`src/design/trig_qual_pkg.sv`:
```
package trig_qual_pkg;

    // sample and setting widths
    localparam int SAMPLE_W    = 16;
    localparam int PCT_W       = 11;   // tenths of a percent, signed
    localparam int POS_W       = 7;    // whole percent 0..100
    localparam int ADDR_W      = 12;
    localparam int DELAY_W     = 21;   // half-microsecond steps

    // percentage scale in tenths, position scale in whole percent
    localparam logic signed [PCT_W-1:0] PCT_FULL   = 11'sd1000;
    localparam logic        [PCT_W-1:0] WIDTH_FULL = 11'd2000;
    localparam logic        [POS_W-1:0] POS_FULL   = 7'd100;

    // delay limits
    localparam real DELAY_MAX_US   = 1000000.0;
    localparam real DELAY_STEP_US  = 0.5;
    localparam real CLK_PERIOD_NS  = 10.0;
    localparam int  DELAY_STEP_CYC = int'(DELAY_STEP_US * 1000.0
                                          / CLK_PERIOD_NS);
    localparam logic [DELAY_W-1:0] DELAY_MAX_STEPS = 21'd2000000;

    // reset values of settings
    localparam logic signed [PCT_W-1:0] LEVEL_RST  = 11'sd0;
    localparam logic        [PCT_W-1:0] WIDTH_RST  = 11'd0;
    localparam logic        [POS_W-1:0] POS_RST    = 7'd0;

    // trigger modes
    typedef enum logic [2:0] {
        MODE_OFF       = 3'h0,
        MODE_AUTO      = 3'h1,
        MODE_AUTO_CTR  = 3'h2,
        MODE_NORMAL    = 3'h3,
        MODE_ZC_AUTO   = 3'h4,
        MODE_ZC_NORMAL = 3'h5
    } trig_mode_t;

    // slopes
    typedef enum logic [1:0] {
        SLOPE_RISE = 2'h0,
        SLOPE_FALL = 2'h1,
        SLOPE_BOTH = 2'h2
    } slope_t;

    // scale a signed tenth-percent to sample units of a channel range
    function automatic logic signed [SAMPLE_W-1:0] pct_to_sample(
        input logic signed [PCT_W:0]      pct,
        input logic        [SAMPLE_W-2:0] range
    );
        logic signed [SAMPLE_W+PCT_W+1:0] prod;
        logic signed [SAMPLE_W+PCT_W+1:0] quo;
        begin
            prod = pct * $signed({1'b0, range});
            quo  = prod / (SAMPLE_W+PCT_W+2)'(1000);
            if (quo > $signed({1'b0, range}))
                pct_to_sample = $signed({1'b0, range});
            else if (quo < -$signed({1'b0, range}))
                pct_to_sample = -$signed({1'b0, range});
            else
                pct_to_sample = quo[SAMPLE_W-1:0];
        end
    endfunction

endpackage

```
`src/design/crossing_if.sv`:
```
`timescale 1ns/10ps
`default_nettype none

// compare results passed from the detector to the qualifier core
interface crossing_if;
    import trig_qual_pkg::*;
    logic above_q;
    logic in_band_q;
    logic valid_q;
    logic prev_above_q;
    logic prev_in_q;
    modport detector (output above_q, in_band_q, valid_q,
                      prev_above_q, prev_in_q);
    modport core     (input above_q, in_band_q, valid_q,
                      prev_above_q, prev_in_q);
endinterface

`default_nettype wire

```
`src/design/sample_compare.sv`:
```
`timescale 1ns/10ps
`default_nettype none

module sample_compare
    import trig_qual_pkg::*;
(
    // clock and reset
    input  wire logic                       mclk,
    input  wire logic                       resetn,
    input  wire logic                       clear,
    // sample and thresholds
    input  wire logic                       sample_valid,
    input  wire logic signed [SAMPLE_W-1:0] sample,
    input  wire logic signed [SAMPLE_W-1:0] level,
    input  wire logic signed [SAMPLE_W-1:0] win_lo,
    input  wire logic signed [SAMPLE_W-1:0] win_hi,
    // results
    crossing_if.detector                    cmp
);

    logic above_d, in_d, valid_d, pa_d, pi_d;

    // current compare plus the previous one; clear forgets history
    always_comb
    begin
        above_d = cmp.above_q;
        in_d    = cmp.in_band_q;
        valid_d = cmp.valid_q;
        pa_d    = cmp.prev_above_q;
        pi_d    = cmp.prev_in_q;
        if (clear)
        begin
            valid_d = 1'b0;                       // RULE23
        end
        else if (sample_valid)
        begin
            pa_d    = cmp.above_q;
            pi_d    = cmp.in_band_q;
            above_d = sample > level;              // RULE4
            in_d    = (sample >= win_lo) && (sample <= win_hi);
            valid_d = 1'b1;
        end
    end

    always_ff @(posedge mclk or negedge resetn)
    begin
        if (!resetn)
        begin
            cmp.above_q      <= 1'b0;
            cmp.in_band_q    <= 1'b0;
            cmp.valid_q      <= 1'b0;
            cmp.prev_above_q <= 1'b0;
            cmp.prev_in_q    <= 1'b0;
        end
        else
        begin
            cmp.above_q      <= above_d;
            cmp.in_band_q    <= in_d;
            cmp.valid_q      <= valid_d;
            cmp.prev_above_q <= pa_d;
            cmp.prev_in_q    <= pi_d;
        end
    end

endmodule

`default_nettype wire

```
`src/design/trigger_qualifier.sv`:
```
// Summary of operation
// (RULE1) rising slope fires when sample goes from below level to above
// (RULE2) falling slope fires when sample goes from above level to below
// (RULE3) both slopes fire on either crossing direction
// (RULE4) edge type uses trigger level, 0 to +-100 percent, as threshold
// (RULE5) 0 percent is zero, +-100 percent is channel full range
// (RULE6) level ignored in off, zero-cross, and timed-out auto-centre
// (RULE7) outside trigger connector source ignores programmed level
// (RULE8) level writes refused while a zero-cross mode is active
// (RULE9) window enter fires on outside-to-inside move
// (RULE10) window leave fires on inside-to-outside move
// (RULE11) window band is centre level plus width, centre +-100 percent
// (RULE12) window width accepted from 0 to 200 percent
// (RULE13) window clamped to full-scale range
// (RULE14) window ignored in off/zero-cross; not selectable in auto-centre
// (RULE15) trigger position 0 to 100 percent of displayed record
// (RULE16) position picks the memory segment shown
// (RULE17) zero delay puts trigger sample exactly at the position
// (RULE18) position writes while stopped apply at next start
// (RULE19) observation time change recentres display on trigger position
// (RULE20) outside connector source allows only edge type
// (RULE21) delay 0 to 1000000 us in half-us steps offsets display
// (RULE22) compare current and previous sample each clock, one-cycle pulse
// (RULE23) clear forgets previous sample so no trigger on first sample
`timescale 1ns/10ps
`default_nettype none

module trigger_qualifier
    import trig_qual_pkg::*;
#(
    parameter int REC_LEN = 1000
)
(
    // clock and reset
    input  wire logic                       mclk,
    input  wire logic                       resetn,
    input  wire logic                       sync_clear,
    // sampled source data
    input  wire logic                       sample_valid,
    input  wire logic signed [SAMPLE_W-1:0] source_sample,
    input  wire logic        [SAMPLE_W-2:0] source_range,
    input  wire logic        [ADDR_W-1:0]   write_addr,
    // trigger settings
    input  wire logic        [2:0]          trig_mode,
    input  wire logic                       auto_timed_out,
    input  wire logic                       outside_trigger_connector,
    input  wire logic                       ext_trig_pulse,
    input  wire logic                       window_type,
    input  wire logic                       window_leave,
    input  wire logic        [1:0]          slope_sel,
    input  wire logic                       level_wr,
    input  wire logic signed [PCT_W-1:0]    level_pct,
    input  wire logic                       window_wr,
    input  wire logic signed [PCT_W-1:0]    center_pct,
    input  wire logic        [PCT_W-1:0]    width_pct,
    input  wire logic                       pos_wr,
    input  wire logic        [POS_W-1:0]    pos_pct,
    input  wire logic                       delay_wr,
    input  wire logic        [DELAY_W-1:0]  delay_steps,
    // acquisition control
    input  wire logic                       acq_run,
    input  wire logic                       obs_time_change,
    // results
    output var  logic                       trig_pulse,
    output var  logic                       level_refused,
    output var  logic        [ADDR_W-1:0]   display_start,
    output var  logic        [ADDR_W-1:0]   display_center,
    output var  logic        [POS_W-1:0]    pos_active,
    output var  logic        [DELAY_W-1:0]  delay_active,
    output var  logic                       window_active
);

    localparam logic [ADDR_W-1:0] REC_LEN_A = ADDR_W'(REC_LEN);

    // settings registers
    logic signed [PCT_W-1:0]   level_q, level_d;
    logic signed [PCT_W-1:0]   center_q, center_d;
    logic        [PCT_W-1:0]   width_q, width_d;
    logic        [POS_W-1:0]   pos_pend_q, pos_pend_d;
    logic        [POS_W-1:0]   pos_q, pos_d;
    logic        [DELAY_W-1:0] delay_q, delay_d;
    logic                      run_q, run_d;
    logic                      refuse_q, refuse_d;
    logic                      win_q, win_d;
    logic                      zc_mode, chg_clear;

    always_comb
    begin
        zc_mode = (trig_mode == MODE_ZC_AUTO) || (trig_mode == MODE_ZC_NORMAL);
    end

    // setting capture with range checks
    always_comb
    begin
        level_d    = level_q;
        center_d   = center_q;
        width_d    = width_q;
        pos_pend_d = pos_pend_q;
        pos_d      = pos_q;
        delay_d    = delay_q;
        run_d      = acq_run;
        refuse_d   = 1'b0;
        win_d      = window_type;
        if (level_wr)
        begin
            if (zc_mode)
                refuse_d = 1'b1;                   // RULE8
            else if (level_pct <= PCT_FULL && level_pct >= -PCT_FULL)
                level_d = level_pct;               // RULE4
        end
        if (window_wr)
        begin
            if (center_pct <= PCT_FULL && center_pct >= -PCT_FULL)
                center_d = center_pct;             // RULE11
            if (width_pct <= WIDTH_FULL)
                width_d = width_pct;               // RULE12
        end
        if (pos_wr && pos_pct <= POS_FULL)
            pos_pend_d = pos_pct;                  // RULE15
        if (acq_run && !run_q)
            pos_d = pos_pend_d;                    // RULE18
        else if (acq_run && pos_wr && pos_pct <= POS_FULL)
            pos_d = pos_pct;
        if (delay_wr && delay_steps <= DELAY_MAX_STEPS)
            delay_d = delay_steps;                 // RULE21
        // window not usable in auto-centre or with the outside connector
        if (trig_mode == MODE_AUTO_CTR || outside_trigger_connector)
            win_d = 1'b0;                          // RULE14 RULE20
    end

    always_ff @(posedge mclk or negedge resetn)
    begin
        if (!resetn)
        begin
            level_q    <= LEVEL_RST;
            center_q   <= LEVEL_RST;
            width_q    <= WIDTH_RST;
            pos_pend_q <= POS_RST;
            pos_q      <= POS_RST;
            delay_q    <= '0;
            run_q      <= 1'b0;
            refuse_q   <= 1'b0;
            win_q      <= 1'b0;
        end
        else
        begin
            level_q    <= level_d;
            center_q   <= center_d;
            width_q    <= width_d;
            pos_pend_q <= pos_pend_d;
            pos_q      <= pos_d;
            delay_q    <= delay_d;
            run_q      <= run_d;
            refuse_q   <= refuse_d;
            win_q      <= win_d;
        end
    end

    // thresholds in sample units; band clamped by the scaling function
    logic signed [SAMPLE_W-1:0] level_s, lo_s, hi_s;
    always_comb
    begin
        level_s = pct_to_sample({level_q[PCT_W-1], level_q},
                                source_range);                 // RULE5
        // band edges fit the 12-bit argument: centre and half width
        // are each at most 1000 tenths, so the cut loses nothing
        lo_s    = pct_to_sample((PCT_W+1)'({center_q[PCT_W-1], center_q}
                                - $signed({1'b0, width_q}) / 2),
                                source_range);                 // RULE11 RULE13
        hi_s    = pct_to_sample((PCT_W+1)'({center_q[PCT_W-1], center_q}
                                + $signed({1'b0, width_q}) / 2),
                                source_range);                 // RULE13
    end

    // sync_clear and level, window or window-type changes forget history to avoid false crossings
    always_comb
    begin
        chg_clear = sync_clear || level_wr || window_wr
                    || (win_d != win_q);                       // RULE23
    end

    crossing_if cmp ();

    sample_compare u_cmp (
        .mclk         (mclk),
        .resetn       (resetn),
        .clear        (chg_clear),
        .sample_valid (sample_valid),
        .sample       (source_sample),
        .level        (level_s),
        .win_lo       (lo_s),
        .win_hi       (hi_s),
        .cmp          (cmp.detector)
    );

    // qualification
    logic fire, rise, fall, enter, leave, level_void, hist_ok;
    always_comb
    begin
        hist_ok = cmp.valid_q && sample_valid && !chg_clear;   // RULE22
        rise  = !cmp.above_q && (source_sample > level_s);     // RULE1
        fall  = cmp.above_q && !(source_sample > level_s);     // RULE2
        enter = !cmp.in_band_q && (source_sample >= lo_s)
                && (source_sample <= hi_s);                    // RULE9
        leave = cmp.in_band_q && !((source_sample >= lo_s)
                && (source_sample <= hi_s));                   // RULE10
        level_void = (trig_mode == MODE_OFF) || zc_mode
                     || (trig_mode == MODE_AUTO_CTR
                         && auto_timed_out);                   // RULE6
        fire = 1'b0;
        if (outside_trigger_connector)
            fire = ext_trig_pulse && trig_mode != MODE_OFF;    // RULE7
        else if (!level_void && hist_ok)
        begin
            if (win_q)
                fire = window_leave ? leave : enter;           // RULE14
            else
                case (slope_sel)
                    SLOPE_RISE: fire = rise;
                    SLOPE_FALL: fire = fall;
                    SLOPE_BOTH: fire = rise || fall;           // RULE3
                    default:    fire = 1'b0;
                endcase
        end
    end

    // display window placement
    logic [ADDR_W-1:0] pre_d, start_d, center_d2, start_q, center_q2;
    logic              pulse_q;
    logic [ADDR_W+POS_W-1:0] prod;
    always_comb
    begin
        prod      = {{POS_W{1'b0}}, REC_LEN_A} * {{ADDR_W{1'b0}}, pos_q};
        pre_d     = ADDR_W'(prod / (ADDR_W+POS_W)'(POS_FULL));   // RULE15
        start_d   = start_q;
        center_d2 = center_q2;
        if (fire && delay_q == '0)
            start_d = write_addr - pre_d;                      // RULE16 RULE17
        else if (fire)
            start_d = write_addr - pre_d
                      + ADDR_W'(delay_q * DELAY_STEP_CYC);     // RULE21
        if (obs_time_change)
            center_d2 = start_q + pre_d;                       // RULE19
    end

    always_ff @(posedge mclk or negedge resetn)
    begin
        if (!resetn)
        begin
            start_q   <= '0;
            center_q2 <= '0;
            pulse_q   <= 1'b0;
        end
        else
        begin
            start_q   <= start_d;
            center_q2 <= center_d2;
            pulse_q   <= fire;                                 // RULE22
        end
    end

    // outputs straight from registers
    always_comb
    begin
        trig_pulse     = pulse_q;
        level_refused  = refuse_q;
        display_start  = start_q;
        display_center = center_q2;
        pos_active     = pos_q;
        delay_active   = delay_q;
        window_active  = win_q;
    end

endmodule

`default_nettype wire

```
`config.mk`:
```
export PLATFORM = sky130hd
export DESIGN_NAME = trigger_qualifier
export DESIGN_NICKNAME = d
export VERILOG_FILES = /design/src/design/trig_qual_pkg.sv /design/src/design/crossing_if.sv /design/src/design/sample_compare.sv /design/src/design/trigger_qualifier.sv
export SDC_FILE = /design/constraint.sdc
export NUM_CORES = 2
export LEC_CHECK = 0
export ABC_AREA = 1
export BUFFER_PORTS_ARGS = -buffer_cell sky130_fd_sc_hd__buf_4
export CORE_ASPECT_RATIO = 0.6
export CORE_MARGIN = 4
export CORE_UTILIZATION = 59
export DETAILED_ROUTE_END_ITERATION = 10
export PLACE_DENSITY = 0.73
export SYNTH_ARGS = -nofsm -noshare
export SYNTH_HDL_FRONTEND = slang
export SYNTH_HIERARCHICAL = 1
export SYNTH_SLANG_ARGS = --single-unit
```
`constraint.sdc`:
```
create_clock -name mclk -period 44 [get_ports mclk]
set_input_delay 11 -clock mclk [delete_from_list [all_inputs] [get_ports mclk]]
set_output_delay 11 -clock mclk [all_outputs]
set_load 0.02 [all_outputs]
```
==> flow_summary.toml <==
[clock_network]
root_buffer = "clkbuf_16"
worstSkewPairLatency_ns = 0.38
cts_made_buffers = 9
cts.sink_count = 98
cts_tree = "done"
ctsResizeCount = 0
ctsHoldBuffers = 0
path_clk_slew_ns = 0.08
post_cts_buffers = 0
cts.path.max_buffers = 2
htree_num_levels = 3

[job]
maxCapViolations = 0

[logic_synthesis]
avgSynthCellArea_um2 = 6.67
synthCells = 7831
syn-num-nets = 8948
ys_warn_count = 6
syn-cell-area_um2 = 52200

[worst_setup_path]
crit_top_cell = "nand2_1"
start_kind = "input pin"
critPathKind = "input pin to flop"
slowest_delay_ns = 0.95
worst-r2r-setup-slack_ns = 16.41
worstPathMaxFanout = 44
slowest_stage = "clkinv_1"
cp-end-kind = "flop"
cp.required_ns = 44.27
arrival_ns = 36.57

[die]
core_um2 = 87700
pin_count = 179
start_util_pct = 59.6
die_area_um2 = 93500
die_w_um = 392
fp-row-count = 84
fp.dieH_um = 238

[global_route]
grtUsageTotal_pct = 34.1
overflow = 0
grt_max_degree = 57
grt_pass1_wl_um = 256000
grt_pass1_vias = 46500
antenna_found_initial = 0

[detailed_routing]
drtIter0Drc = 4524
routed-via-count = 50200
drt_first_pass_iters = 8
wire_per_inst_um = 17.7
drc_errors = 0
viasPerCell = 5.54
drtAntennaViolNets = 0
routed_wl_um = 160000

[timing]
finalHoldViolCount = 0
worstMarginPinSlew_ns = 1.23
slew_violations = 0
rsz0062_at_grt = "false"
setup_viol = 0
finalSetupTns_ns = 0
fin_skew_ns = 0.0165
period_needed_ns = 36.30
period_share_pct = 82.5
fmax_mhz = 27.5
worst_slew_margin_rel_pct = 17.4

[layout]
num-fill-cells = 8198
area_growth_pct = 4.18
final_nets = 9005
drive_gt1_share_pct = 15.9
fin_cells = 9055

[run_status]
status = "finished clean"

[place]
placed_cells = 9038
gp_congestion = 1.02
io_buffers = 178
dpl.hpwl_um = 133000

[hold_path]
hold_path_class = "flop to flop"
## layer usage
| layer | wire (µm) | GRT usage (%) | part of all wire (%) |
|---|---|---|---|
| met5 | 59 | 0.455 | 0.037 |
| met4 | 2100 | 4.14 | 1.3 |
| met3 | 21200 | 10.5 | 13 |
| met2 | 60700 | 46.4 | 38 |
| met1 | 76200 | 53.5 | 48 |
## worst paths after layout
kind,cells past startpoint,endpoint,start
worst min-delay path,2,pos_pend_q[3],pos_pend_q[3]
worst max register to register,159,display_start[5],center_q[2]
min in group asynchronous,1,run_q,resetn
worst min register to register,2,pos_pend_q[3],pos_pend_q[3]
max in group asynchronous,2,u_cmp/cmp.valid_q,resetn
worst max-delay path,153,display_start[5],source_range[5]
## cells in the final DEF, fill, tap and decap left out, types with 41 or more instances in the layout
cell,n
nand2_1,1754
inv_1,1539
ha_1,589
nor2_1,504
nand3_1,447
fa_1,404
nand2_2,347
a21oi_1,259
o21ai_0,224
xor2_1,223
buf_4,201
nand2_4,147
o21ai_1,116
inv_2,110
nand4_1,101
dfrtp_1,98
nand3_2,92
nor2_2,84
o21ai_2,62
nor3_1,60
nand3b_1,48
nor2_4,41
## critical path, delay by kind of cell
kind,cells,cell delay (ns)
buffers and inverters,18,3.51
adder cells (fa/ha/maj),10,4.00
XOR/XNOR,2,0.53
AO/OA/AOI/OAI,20,3.70
AND/OR/NAND/NOR,103,13.69
## area by class of cell
class	count	area [µm²]	area share [%]
tap	1161	1450	2.67
inverter	1695	6430	11.8
sequential	98	2450	4.51
timing repair buffer	201	1510	2.77
clock inverter	7	93.8	0.172
clock buffer	9	225	0.414
multi-input combinational	5883	42200	77.6
antenna	1	2.50	0.00460
## sequential cells by signal, summed over array words and instances, names as in the netlist, 7 cells and up
register	flops
display_center	12
width_q	10
pos_pend_q	7
level_q	11
center_q	11
delay_active	21
pos_active	7
display_start	12
## through the flow
| stage | cell area (µm²) | util (%) | hold WS (ns) | setup slack [ns] |
|---|---|---|---|---|
| 5_1_grt | 54400 | 62.1 | 0.503 | 5.59 |
| 4_1_cts | 54400 | 62.1 | 0.483 | 8.42 |
| 2_1_floorplan | 52200 | - | 0.443 | 13.57 |
| 3_5_place_dp | 54100 | 61.7 | 0.462 | 8.10 |
| 3_3_place_gp | 54100 | 61.7 | 0.457 | 8.39 |
| 6_report | 54400 | 62.1 | 0.481 | 7.70 |
Power is left out: the tool's default activity adds up to more than one toggle a clock period on the data nets, which glitch-free logic cannot reach.
